==> src/fpa_pkg.sv <==
package fpa_pkg;

  localparam int unsigned CLK_HZ       = 40_000_000;
  localparam int unsigned MS_PER_S     = 1000;
  localparam int unsigned MS_TICK_CYC  = CLK_HZ / MS_PER_S;
  localparam int unsigned FIELD_W      = 18;

  // Times in milliseconds
  localparam int unsigned REFRESH_MS   = 16;
  localparam int unsigned PULSE_MS     = 50;
  localparam int unsigned BLIP_PER_MS  = 2000;
  localparam int unsigned DEBOUNCE_MS  = 20;
  localparam int unsigned CHIRP_MS     = 100;
  localparam int unsigned BEEP_MS      = 100;
  localparam int unsigned SECOND_MS    = 1000;
  localparam int unsigned HOLD_DIAG_MS = 1500;
  localparam int unsigned HOLD_ADDR_MS = 3000;
  localparam int unsigned HOLD_CFG_MS  = 5000;
  localparam int unsigned DIAG_ID_MS   = 500;
  localparam int unsigned DIAG_DAT_MS  = 2500;
  localparam int unsigned TIMEBASE_MS  = 6000;  // Common multiple of all periods
  // Blink periods in milliseconds, one per flash rate
  localparam int unsigned PER_1HZ      = MS_PER_S / 1;
  localparam int unsigned PER_2HZ      = MS_PER_S / 2;
  localparam int unsigned PER_4HZ      = MS_PER_S / 4;
  localparam int unsigned PER_5HZ      = MS_PER_S / 5;

  localparam logic [2:0] CHIRPS_DIAG   = 3'h1;
  localparam logic [2:0] CHIRPS_ADDR   = 3'h2;
  localparam logic [2:0] CHIRPS_CFG    = 3'h5;
  localparam logic [3:0] DIAG_SCREENS  = 4'h8;

  // Register byte offsets
  localparam logic [7:0] OFS_MON       = 8'h00;
  localparam logic [7:0] OFS_CFG_LIVE  = 8'h04;
  localparam logic [7:0] OFS_CFG_ACT   = 8'h08;
  localparam logic [7:0] OFS_FIELD     = 8'h0c;
  localparam logic [7:0] OFS_INVOLVED  = 8'h10;
  localparam logic [7:0] OFS_SERIAL    = 8'h14;
  localparam logic [7:0] OFS_STATUS    = 8'h18;

  // Reset values
  localparam logic [31:0] RST_MON      = 32'h0000_0001;
  localparam logic [31:0] RST_CFG      = 32'h0000_0000;

  // Monitor state word written by firmware
  typedef struct packed {
    logic [7:0] spare;
    logic       buzz_dis;       // Silences pending-change beeps only
    logic       critical;
    logic       sf2;
    logic       sf1;
    logic       coil_low;
    logic       permit_low;
    logic       card16;
    logic       wdt_sw_dis;
    logic       fw_pending;
    logic       fw_rx;
    logic       diag_fault;
    logic       card_bad;
    logic       card_absent;
    logic       yellow_flt;
    logic       multi_flt;
    logic       dark_flt;
    logic       clash_flt;
    logic       wdt_flt;
    logic       dc_ripple;
    logic       dc_over;
    logic       dc_enh;
    logic       dc_low;
    logic       line_low;
    logic       line_ok;
  } fpa_mon_s;

  typedef struct packed {
    logic               line_power_lamp;
    logic               dc_supply_lamp;
    logic               watchdog_fault_lamp;
    logic               clash_lamp;
    logic               dark_channel_lamp;
    logic               multi_lit_lamp;
    logic               yellow_lamp;
    logic               card_missing_lamp;
    logic               self_check_lamp;
    logic               serial_traffic_lamp;
    logic [FIELD_W-1:0] field_lamp;
  } fpa_lamps_s;

  typedef struct packed {
    logic        psel;
    logic        penable;
    logic        pwrite;
    logic [7:0]  paddr;
    logic [31:0] pwdata;
  } fpa_apb_req_s;

  typedef enum logic [1:0] {
    FPA_NORMAL = 2'b00,
    FPA_DIAG   = 2'b01,
    FPA_ADDR   = 2'b10
  } fpa_mode_e;

endpackage : fpa_pkg

==> src/fpa_annunciator.sv <==
`timescale 1ns/10ps
module fpa_annunciator #(
  parameter int unsigned MS_TICK_CYC = fpa_pkg::MS_TICK_CYC
) (
  // Clock and reset
  input  wire logic               clk,
  input  wire logic               rstn,
  // APB slave
  input  wire fpa_pkg::fpa_apb_req_s apb,
  output logic [31:0]             prdata,
  output logic                    pready,
  output logic                    pslverr,
  // Operator panel
  input  wire logic               button_n,
  output fpa_pkg::fpa_lamps_s     lamps,
  output logic                    buzzer,
  // Mode indications to the firmware
  output logic                    fault_reset,
  output fpa_pkg::fpa_mode_e      mode,
  output logic                    diag_id_phase,
  output logic [3:0]              diag_screen
);

  localparam int unsigned FW = fpa_pkg::FIELD_W;

  // Square wave of a given period, on for the first half
  function automatic logic blink(input logic [12:0] t, input int unsigned per);
    return 32'(t) % per < per / 2;
  endfunction : blink

  // Blip of on_ms once per period
  function automatic logic pulse_at(input logic [12:0] t, input int unsigned per,
                                    input int unsigned on_ms);
    return 32'(t) % per < on_ms;
  endfunction : pulse_at

  fpa_pkg::fpa_mon_s  mon_q;
  logic [31:0]        cfg_live_q, cfg_act_q;
  logic [FW-1:0]      field_q, involved_q, frozen_q;
  logic [31:0]        prdata_q;
  logic               pready_q, pslverr_q;
  logic [15:0]        tick_cnt_q;
  logic               tick_q;
  logic [12:0]        ms_q;
  logic [3:0]         refresh_q;
  logic               btn_s1_q, btn_s2_q, btn_q, btn_prev_q;
  logic [4:0]         db_q;
  logic [12:0]        hold_q;
  logic [2:0]         chirp_left_q;
  logic [7:0]         chirp_ms_q;
  logic               buzz_q;
  logic               cfg_pend_q, cfg_fault_q;
  logic [7:0]         log_cnt_q;
  fpa_pkg::fpa_mode_e mode_q;
  logic [3:0]         screen_q;
  logic [11:0]        diag_ms_q;
  logic               diag_id_q;
  logic               freset_q;
  logic [5:0]         serial_q;
  logic [6:0]         shown_q;
  fpa_pkg::fpa_lamps_s lamps_q;

  logic               wr_take, rd_take, mapped, serial_ev;
  logic               btn_rise, btn_fall, hold_inc, accept, sec_tick;
  logic [12:0]        hold_next;
  logic [2:0]         chirp_req;
  logic [31:0]        rd_val;
  logic [6:0]         fault_now;

  assign prdata        = prdata_q;
  assign pready        = pready_q;
  assign pslverr       = pslverr_q;
  assign lamps         = lamps_q;
  assign buzzer        = buzz_q;
  assign fault_reset   = freset_q;
  assign mode          = mode_q;
  assign diag_id_phase = diag_id_q;
  assign diag_screen   = screen_q;

  // Bus decode; one wait state so read data comes from a flop
  always_comb begin
    mapped = 1'b1;
    rd_val = 32'h0000_0000;
    unique case (apb.paddr)
      fpa_pkg::OFS_MON:      rd_val = mon_q;
      fpa_pkg::OFS_CFG_LIVE: rd_val = cfg_live_q;
      fpa_pkg::OFS_CFG_ACT:  rd_val = cfg_act_q;
      fpa_pkg::OFS_FIELD:    rd_val = {14'h0000, field_q};
      fpa_pkg::OFS_INVOLVED: rd_val = {14'h0000, involved_q};
      fpa_pkg::OFS_SERIAL:   rd_val = 32'h0000_0000;
      fpa_pkg::OFS_STATUS:   rd_val = {15'h0000, log_cnt_q, screen_q, cfg_pend_q,
                                       cfg_fault_q, btn_q, mode_q};
      default:               mapped = 1'b0;
    endcase
  end

  assign wr_take   = apb.psel & apb.penable & pready_q & apb.pwrite & mapped;
  assign rd_take   = apb.psel & apb.penable & ~pready_q;
  assign serial_ev = wr_take & (apb.paddr == fpa_pkg::OFS_SERIAL);

  // APB handshake
  always_ff @(posedge clk or negedge rstn) begin
    if (!rstn) begin
      pready_q  <= 1'b0;
      pslverr_q <= 1'b0;
      prdata_q  <= 32'h0000_0000;
    end else begin
      pready_q  <= rd_take;
      pslverr_q <= rd_take & ~mapped;
      prdata_q  <= (rd_take & ~apb.pwrite) ? rd_val : 32'h0000_0000;
    end
  end

  // Firmware-written state words
  always_ff @(posedge clk or negedge rstn) begin
    if (!rstn) begin
      mon_q      <= fpa_pkg::RST_MON;
      cfg_live_q <= fpa_pkg::RST_CFG;
      field_q    <= '0;
      involved_q <= '0;
    end else if (wr_take) begin
      if (apb.paddr == fpa_pkg::OFS_MON)      mon_q      <= apb.pwdata;
      if (apb.paddr == fpa_pkg::OFS_CFG_LIVE) cfg_live_q <= apb.pwdata;
      if (apb.paddr == fpa_pkg::OFS_FIELD)    field_q    <= apb.pwdata[FW-1:0];
      if (apb.paddr == fpa_pkg::OFS_INVOLVED) involved_q <= apb.pwdata[FW-1:0];
    end
  end

  // Millisecond timebase; ms_q wraps at a common multiple of all periods
  always_ff @(posedge clk or negedge rstn) begin
    if (!rstn) begin
      tick_cnt_q <= 16'h0000;
      tick_q     <= 1'b0;
      ms_q       <= 13'h0000;
      refresh_q  <= 4'h0;
    end else begin
      tick_q     <= 32'(tick_cnt_q) == MS_TICK_CYC - 2;
      tick_cnt_q <= (32'(tick_cnt_q) == MS_TICK_CYC - 1) ? 16'h0000 : tick_cnt_q + 16'h0001;
      if (tick_q) begin
        ms_q      <= (32'(ms_q) == fpa_pkg::TIMEBASE_MS - 1) ? 13'h0000 : ms_q + 13'h0001;
        refresh_q <= refresh_q + 4'h1;  // Wraps every REFRESH_MS ticks
      end
    end
  end

  assign sec_tick = tick_q & (32'(ms_q) % fpa_pkg::SECOND_MS == fpa_pkg::SECOND_MS - 1);

  // Button: two-flop sync, then hold-off filter on the synced level
  always_ff @(posedge clk or negedge rstn) begin
    if (!rstn) begin
      btn_s1_q   <= 1'b0;
      btn_s2_q   <= 1'b0;
      btn_q      <= 1'b0;
      btn_prev_q <= 1'b0;
      db_q       <= 5'h00;
    end else begin
      btn_s1_q   <= ~button_n;
      btn_s2_q   <= btn_s1_q;
      btn_prev_q <= btn_q;
      if (btn_s2_q == btn_q) begin
        db_q <= 5'h00;
      end else if (tick_q) begin
        if (32'(db_q) == fpa_pkg::DEBOUNCE_MS - 1) begin
          btn_q <= btn_s2_q;
          db_q  <= 5'h00;
        end else begin
          db_q <= db_q + 5'h01;
        end
      end
    end
  end

  assign btn_rise  = btn_q & ~btn_prev_q;
  assign btn_fall  = ~btn_q & btn_prev_q;
  assign hold_inc  = btn_q & tick_q & (32'(hold_q) < fpa_pkg::HOLD_CFG_MS);
  assign hold_next = hold_q + 13'h0001;
  assign accept    = hold_inc & (32'(hold_next) == fpa_pkg::HOLD_CFG_MS) & cfg_pend_q;

  // Hold duration, saturating at the acceptance time
  always_ff @(posedge clk or negedge rstn) begin
    if (!rstn) begin
      hold_q <= 13'h0000;
    end else if (btn_rise) begin
      hold_q <= 13'h0000;
    end else if (hold_inc) begin
      hold_q <= hold_next;
    end
  end

  // Chirp requests at the hold milestones
  always_comb begin
    chirp_req = 3'h0;
    if (hold_inc && 32'(hold_next) == fpa_pkg::HOLD_DIAG_MS) begin
      chirp_req = fpa_pkg::CHIRPS_DIAG;
    end else if (hold_inc && 32'(hold_next) == fpa_pkg::HOLD_ADDR_MS) begin
      chirp_req = fpa_pkg::CHIRPS_ADDR;
    end else if (accept) begin
      chirp_req = fpa_pkg::CHIRPS_CFG;
    end
  end

  // Chirp train: on CHIRP_MS, off CHIRP_MS
  always_ff @(posedge clk or negedge rstn) begin
    if (!rstn) begin
      chirp_left_q <= 3'h0;
      chirp_ms_q   <= 8'h00;
    end else if (chirp_req != 3'h0) begin
      chirp_left_q <= chirp_req;
      chirp_ms_q   <= 8'h00;
    end else if (tick_q && chirp_left_q != 3'h0) begin
      if (32'(chirp_ms_q) == 2 * fpa_pkg::CHIRP_MS - 1) begin
        chirp_left_q <= chirp_left_q - 3'h1;
        chirp_ms_q   <= 8'h00;
      end else begin
        chirp_ms_q <= chirp_ms_q + 8'h01;
      end
    end
  end

  // Buzzer; a critical failure overrides every silencing term
  always_ff @(posedge clk or negedge rstn) begin
    if (!rstn) begin
      buzz_q <= 1'b0;
    end else begin
      buzz_q <= mon_q.critical
              | (chirp_left_q != 3'h0 && 32'(chirp_ms_q) < fpa_pkg::CHIRP_MS)
              | (cfg_pend_q & ~mon_q.buzz_dis
                 & pulse_at(ms_q, fpa_pkg::SECOND_MS, fpa_pkg::BEEP_MS));
    end
  end

  // Configuration watch; active settings are loaded by firmware after power-up
  always_ff @(posedge clk or negedge rstn) begin
    if (!rstn) begin
      cfg_act_q   <= fpa_pkg::RST_CFG;
      cfg_pend_q  <= 1'b0;
      cfg_fault_q <= 1'b0;
      log_cnt_q   <= 8'h00;
    end else begin
      if (wr_take && apb.paddr == fpa_pkg::OFS_CFG_ACT) begin
        cfg_act_q <= apb.pwdata;
      end
      if (accept) begin
        cfg_act_q   <= cfg_live_q;
        cfg_pend_q  <= 1'b0;
        cfg_fault_q <= 1'b0;
        log_cnt_q   <= log_cnt_q + 8'h01;
      end else if (sec_tick) begin
        cfg_pend_q <= cfg_live_q != cfg_act_q;
        if (cfg_live_q != cfg_act_q) begin
          cfg_fault_q <= 1'b1;  // Detection wins over a same-cycle press
        end else if (btn_fall && mode_q == fpa_pkg::FPA_NORMAL) begin
          cfg_fault_q <= 1'b0;
        end
      end else if (btn_fall && !cfg_pend_q && mode_q == fpa_pkg::FPA_NORMAL) begin
        cfg_fault_q <= 1'b0;  // Reverted settings still need a press
      end
    end
  end

  // Release decoding: short press, diagnostics, address display
  always_ff @(posedge clk or negedge rstn) begin
    if (!rstn) begin
      mode_q    <= fpa_pkg::FPA_NORMAL;
      screen_q  <= 4'h0;
      diag_ms_q <= 12'h000;
      freset_q  <= 1'b0;
      diag_id_q <= 1'b1;
    end else begin
      freset_q <= 1'b0;
      diag_id_q <= 32'(diag_ms_q) < fpa_pkg::DIAG_ID_MS;  // Registered phase flag
      if (tick_q) begin
        diag_ms_q <= (32'(diag_ms_q) == fpa_pkg::DIAG_ID_MS + fpa_pkg::DIAG_DAT_MS - 1)
                     ? 12'h000 : diag_ms_q + 12'h001;
      end
      if (btn_fall) begin
        if (32'(hold_q) < fpa_pkg::HOLD_DIAG_MS) begin
          if (mode_q == fpa_pkg::FPA_DIAG) begin
            screen_q  <= (screen_q == fpa_pkg::DIAG_SCREENS - 4'h1) ? 4'h0 : screen_q + 4'h1;
            diag_ms_q <= 12'h000;  // Fault reset is not passed on here
          end else if (mode_q == fpa_pkg::FPA_NORMAL) begin
            freset_q <= 1'b1;
          end
        end else if (32'(hold_q) < fpa_pkg::HOLD_ADDR_MS) begin
          mode_q    <= (mode_q == fpa_pkg::FPA_DIAG) ? fpa_pkg::FPA_NORMAL
                                                     : fpa_pkg::FPA_DIAG;
          screen_q  <= 4'h0;
          diag_ms_q <= 12'h000;
        end else if (32'(hold_q) < fpa_pkg::HOLD_CFG_MS) begin
          mode_q <= (mode_q == fpa_pkg::FPA_ADDR) ? fpa_pkg::FPA_NORMAL
                                                  : fpa_pkg::FPA_ADDR;
        end
      end
    end
  end

  // Serial traffic stretch
  always_ff @(posedge clk or negedge rstn) begin
    if (!rstn) begin
      serial_q <= 6'h00;
    end else if (serial_ev) begin
      serial_q <= 6'(fpa_pkg::PULSE_MS);
    end else if (tick_q && serial_q != 6'h00) begin
      serial_q <= serial_q - 6'h01;
    end
  end

  assign fault_now = {mon_q.diag_fault, mon_q.wdt_flt, mon_q.clash_flt, mon_q.dark_flt,
                      mon_q.multi_flt, mon_q.yellow_flt, mon_q.card_absent | mon_q.card_bad};

  // Shown faults and the field snapshot; both held while diagnostics run
  always_ff @(posedge clk or negedge rstn) begin
    if (!rstn) begin
      shown_q  <= 7'h00;
      frozen_q <= '0;
    end else if (mode_q == fpa_pkg::FPA_NORMAL) begin
      shown_q <= fault_now;
      if (shown_q == 7'h00) begin
        frozen_q <= field_q;  // Stops tracking once a fault is shown
      end
    end
  end

  // Lamp image, rebuilt once per refresh period
  always_ff @(posedge clk or negedge rstn) begin
    if (!rstn) begin
      lamps_q <= '0;
    end else if (tick_q && refresh_q == 4'(fpa_pkg::REFRESH_MS - 1)) begin
      if (mon_q.line_ok & ~mon_q.line_low) begin
        lamps_q.line_power_lamp <= 1'b1;
      end else begin
        lamps_q.line_power_lamp <= 1'b0;
      end
      if (mon_q.line_low) begin
        lamps_q.line_power_lamp <= blink(ms_q, fpa_pkg::PER_2HZ);
      end
      if (mon_q.spare[0]) begin
        lamps_q.line_power_lamp <= blink(ms_q, fpa_pkg::PER_4HZ);
      end
      if (mon_q.dc_low) begin
        lamps_q.dc_supply_lamp <= 1'b1;
      end else if (mon_q.dc_enh & mon_q.dc_over) begin
        lamps_q.dc_supply_lamp <= blink(ms_q, fpa_pkg::PER_5HZ);
      end else begin
        lamps_q.dc_supply_lamp <= mon_q.dc_enh & mon_q.dc_ripple
                                  & blink(ms_q, fpa_pkg::PER_1HZ);
      end
      lamps_q.watchdog_fault_lamp <= shown_q[5] | (mon_q.wdt_sw_dis
                                     & pulse_at(ms_q, fpa_pkg::BLIP_PER_MS, fpa_pkg::PULSE_MS));
      lamps_q.clash_lamp          <= shown_q[4];
      lamps_q.dark_channel_lamp   <= shown_q[3] | ((mon_q.permit_low | mon_q.coil_low
                                     | mon_q.sf1 | mon_q.sf2)
                                     & pulse_at(ms_q, fpa_pkg::BLIP_PER_MS, fpa_pkg::PULSE_MS));
      lamps_q.multi_lit_lamp      <= shown_q[2] | (mon_q.permit_low
                                     & pulse_at(ms_q, fpa_pkg::BLIP_PER_MS, fpa_pkg::PULSE_MS));
      lamps_q.yellow_lamp         <= shown_q[1] | (mon_q.permit_low
                                     & pulse_at(ms_q, fpa_pkg::BLIP_PER_MS, fpa_pkg::PULSE_MS));
      lamps_q.card_missing_lamp   <= shown_q[0]
                                     | (cfg_pend_q & blink(ms_q, fpa_pkg::PER_1HZ));
      if (shown_q[6]) begin
        lamps_q.self_check_lamp <= 1'b1;
      end else if (mon_q.fw_rx) begin
        lamps_q.self_check_lamp <= blink(ms_q, fpa_pkg::PER_5HZ);
      end else begin
        lamps_q.self_check_lamp <= mon_q.fw_pending & blink(ms_q, fpa_pkg::PER_1HZ);
      end
      lamps_q.serial_traffic_lamp <= serial_q != 6'h00;
      if (mon_q.line_low) begin
        lamps_q.field_lamp <= '0;  // Fault lamps above keep their state
      end else if (shown_q != 7'h00) begin
        lamps_q.field_lamp <= frozen_q & ~(involved_q
                              & {FW{~blink(ms_q, fpa_pkg::PER_5HZ)}});
      end else begin
        lamps_q.field_lamp <= mon_q.card16
          ? {{2{pulse_at(ms_q, fpa_pkg::BLIP_PER_MS, fpa_pkg::PULSE_MS)}},
             field_q[FW-3:0]}
          : field_q;
      end
    end
  end

endmodule : fpa_annunciator

==> config.mk <==
export PLATFORM = sky130hd
export DESIGN_NAME = fpa_annunciator
export DESIGN_NICKNAME = d
export VERILOG_FILES = /design/src/fpa_pkg.sv /design/src/fpa_annunciator.sv
export SDC_FILE = /design/constraint.sdc
export NUM_CORES = 1
export LEC_CHECK = 0
export ABC_CLOCK_PERIOD_IN_PS = 17570
export BUFFER_PORTS_ARGS = -buffer_cell sky130_fd_sc_hd__buf_4
export CORE_ASPECT_RATIO = 1.5
export CORE_MARGIN = 2
export CORE_UTILIZATION = 47
export DETAILED_ROUTE_END_ITERATION = 7
export PLACE_DENSITY = 0.68
export SETUP_SLACK_MARGIN = 0.5
export SLEW_MARGIN = 20
export SYNTH_ARGS = -nofsm -noshare
export SYNTH_HDL_FRONTEND = slang
export SYNTH_SLANG_ARGS = --single-unit
==> constraint.sdc <==
create_clock -name clk -period 17.57 [get_ports clk]
set_clock_uncertainty 0.2 [all_clocks]
set_input_delay 0.8785 -clock clk [delete_from_list [all_inputs] [get_ports clk]]
set_output_delay 0.8785 -clock clk [all_outputs]
set_load 0.005 [all_outputs]
==> flow_summary.toml <==
[run_status]
status = "complete, no violations"

[route]
wl_per_cell_um = 22.06
dr_total_vias = 14860
drtIter0Drc = 924
routed_via_density = 6.219
final_antenna_net_count = 0
drc = 0
drt_pass1_iterations = 5
routed_wl_um = 52720

[yosys]
synth-edff-count = 0
ys_async_sr_fraction_pct = 100.0
yosys_warnings = 0
syn-num-nets = 1873
ys_seq_elements = 323
synth_seq_area_share_pct = 45.17
syn_area_per_cell_sq_um = 9.912
synth_most_common_cell = "dfrtp_1"
netlist_top_cells_area = "dfrtp_1 (45%), mux2_2 (8.2%), nor2_1 (3.3%)"
syn_inst = 1806
netlist_area_sq_um = 17900
synth_top_cell_area_share_pct = 44.87
synth_flop_cell = "dfrtp_1"
synth_cell_type_count = 93
synth_commonest_cells = "dfrtp_1 (321), nor2_1 (158), nand2_1 (139)"
yosys.area.top_type = "dfrtp_1"

[layout]
fill_cells = 3380
multi_input_area_sq_um = 9309
nNetsFinal = 1943
drive_gt1_share_pct = 19.41
final_area_sq_um = 20340
syn_to_final_growth_pct = 13.62
final_core_util_pct = 54.16
diodes = 0
seqCellArea_sq_um = 8085

[clocking]
cts_root_buffer = "clkbuf_16"
ctsHoldBuffers = 0
clk_pin_slew_ps = 60
cts_buffer_depth = 3
cts_made_buffers = 34
clk_latency_ps = 540
post-cts-setup-buffers = 0
cts_resized = 0
cts_sinks = 323
cts_tree = "done"
htree_levels = 2

[timing]
drv_slew = 0
worstMarginPinSlew_ps = 1138
fmax_mhz = 130.0
slew_headroom_pct = 24.13
finalHoldViolCount = 0
rsz0062_at_grt = "false"
tns_ps = 0
fin_crit_sh_pct = 43.79
setup_viol = 0
min_period_ps = 7695

[critical_path]
critical_path.max_fanout = 20
cp.depth = 23
worst-path-buf-inv = 1
start_kind = "register"
end_kind = "register"
r2r_start = "ms_q[8]"
arrival_ps = 7910
crit_type = "register to register"
cpLargestDelayFamily = "compound AO/OA/AOI/OAI gates"
worstPathRequired_ps = 17780
crit_chain = "and4_1, o21ai_0, inv_1, ha_1, nand2b_1, o21ai_0, o211ai_1, or3_1, a41oi_2, mux2i_1, a211o_1, a2bb2oi_1, o31a_1, xnor2_1, ha_1, nor3b_1, o311ai_0, nand4_1, xnor2_1, and3b_1, o2111ai_1, a31oi_1, o21ai_1"
cpMaxStageDelayCell = "dfrtp_1"
worst_r2r_path_depth = 23
max_stage_delay_ps = 770
cp-startpoint = "ms_q[8]"
rrSetupSlack_ps = 9880

[power]
p_leak_nw = 9.026
power_density_nw_per_um2 = 75.08
power_mw = 1.527
vdd_drop_max_uv = 59.29

[hold_path]
hold_depth = 0
hp-class = "register to register"
hp-start = "btn_s1_q"

[global_routing]
track_usage_pct = 26.58
grt_pass1_wl_um = 83150
grt_max_degree = 124
overflow = 0
antenna_found_initial = 1
grt_pass1_vias = 14810

[floorplanning]
chipWidth_um = 163.3
initial_core_util_pct = 47.67
core_area_sq_um = 37550
num_rows = 87
num_io_pins = 117
dieHeight_um = 243.0
die-area_sq_um = 39700

[run]
max_cap_viol_count = 0

[placement]
dpl_cell_area_sq_um = 19170
dp_hpwl_um = 36210
io_buffers = 116
gp_congestion = 0.8975
## cells by family (layout without fill, tap and decap cells)
kind of cell,after synthesis,count (layout),share of synthesized area (%)
compound gates,458,458,17.58
xor+xnor,117,117,5.829
fa+ha+maj,26,26,1.747
buf+inv,139,234,3.194
flops,323,323,45.17
mux,176,176,10.79
simple gates,567,567,15.69
## state kept, by name, summed over array words and instances, names as in the netlist, 12 cells and up
name,cells
frozen_q,18
ms_q,13
cfg_act_q,32
lamps,28
hold_q,13
diag_ms_q,12
mon_q,26
involved_q,18
tick_cnt_q,16
cfg_live_q,32
prdata,32
field_q,18
## cells in the final DEF, fill, tap and decap left out, drive strengths merged, types with 17 or more instances in the layout
master / netlist / layout
xnor2: 58 / 58
mux2: 130 / 130
nand2: 139 / 139
and3: 17 / 17
a22oi: 71 / 71
mux2i: 46 / 46
dfrtp: 321 / 321
nand3: 45 / 45
buf: 24 / 138
inv: 33 / 37
nor3: 41 / 41
clkbuf: 80 / 47
nand4: 31 / 31
a21oi: 86 / 86
o21ai: 91 / 91
o211ai: 44 / 44
a31oi: 39 / 39
nor2: 158 / 158
nand2b: 23 / 23
nor4: 28 / 28
o31ai: 22 / 22
ha: 21 / 21
xor2: 59 / 59
## final cells by class
type / instances / area share (%)
clock buffer: 47 / 4.774
clock inverter: 14 / 0.8797
multi-input combinational: 1344 / 45.77
inverter: 35 / 0.6460
tap: 489 / 3.008
timing repair buffer: 138 / 5.168
sequential: 323 / 39.75
## per-stage QoR
stage / hold WS (ps) / setup slack, ps / std cells
floorplan: 131.2 / 11340 / 1806
global placement: 136.4 / 10260 / 2328
detailed placement: 141.9 / 10050 / 2328
CTS: 147.6 / 10020 / 2389
global route: 153.2 / 9219 / 2390
finish: 141.6 / 9875 / 2390
## per-layer routing
metal | GRT usage (%) | wire (um)
met1 | 31.95 | 20570
met2 | 46.84 | 27070
met3 | 3.298 | 2623
met4 | 12.52 | 2450
met5 | 0 | 9
## power breakdown
| part | total, mW | switching, mW | internal [mW] |
|---|---|---|---|
| Clock | 0.750 | 0.314 | 0.436 |
| Combinational | 0.0323 | 0.0235 | 0.00872 |
| Sequential | 0.745 | 0.000398 | 0.744 |
## final timing paths
check | end
worst max-delay path | lamps[27]
worst min-delay path | btn_s2_q
worst max register to register | lamps[27]
worst min register to register | btn_s2_q
max in group asynchronous | cfg_live_q[11]
min in group asynchronous | tick_cnt_q[15]
No activity file was read; power rests on OpenSTA's default activity.
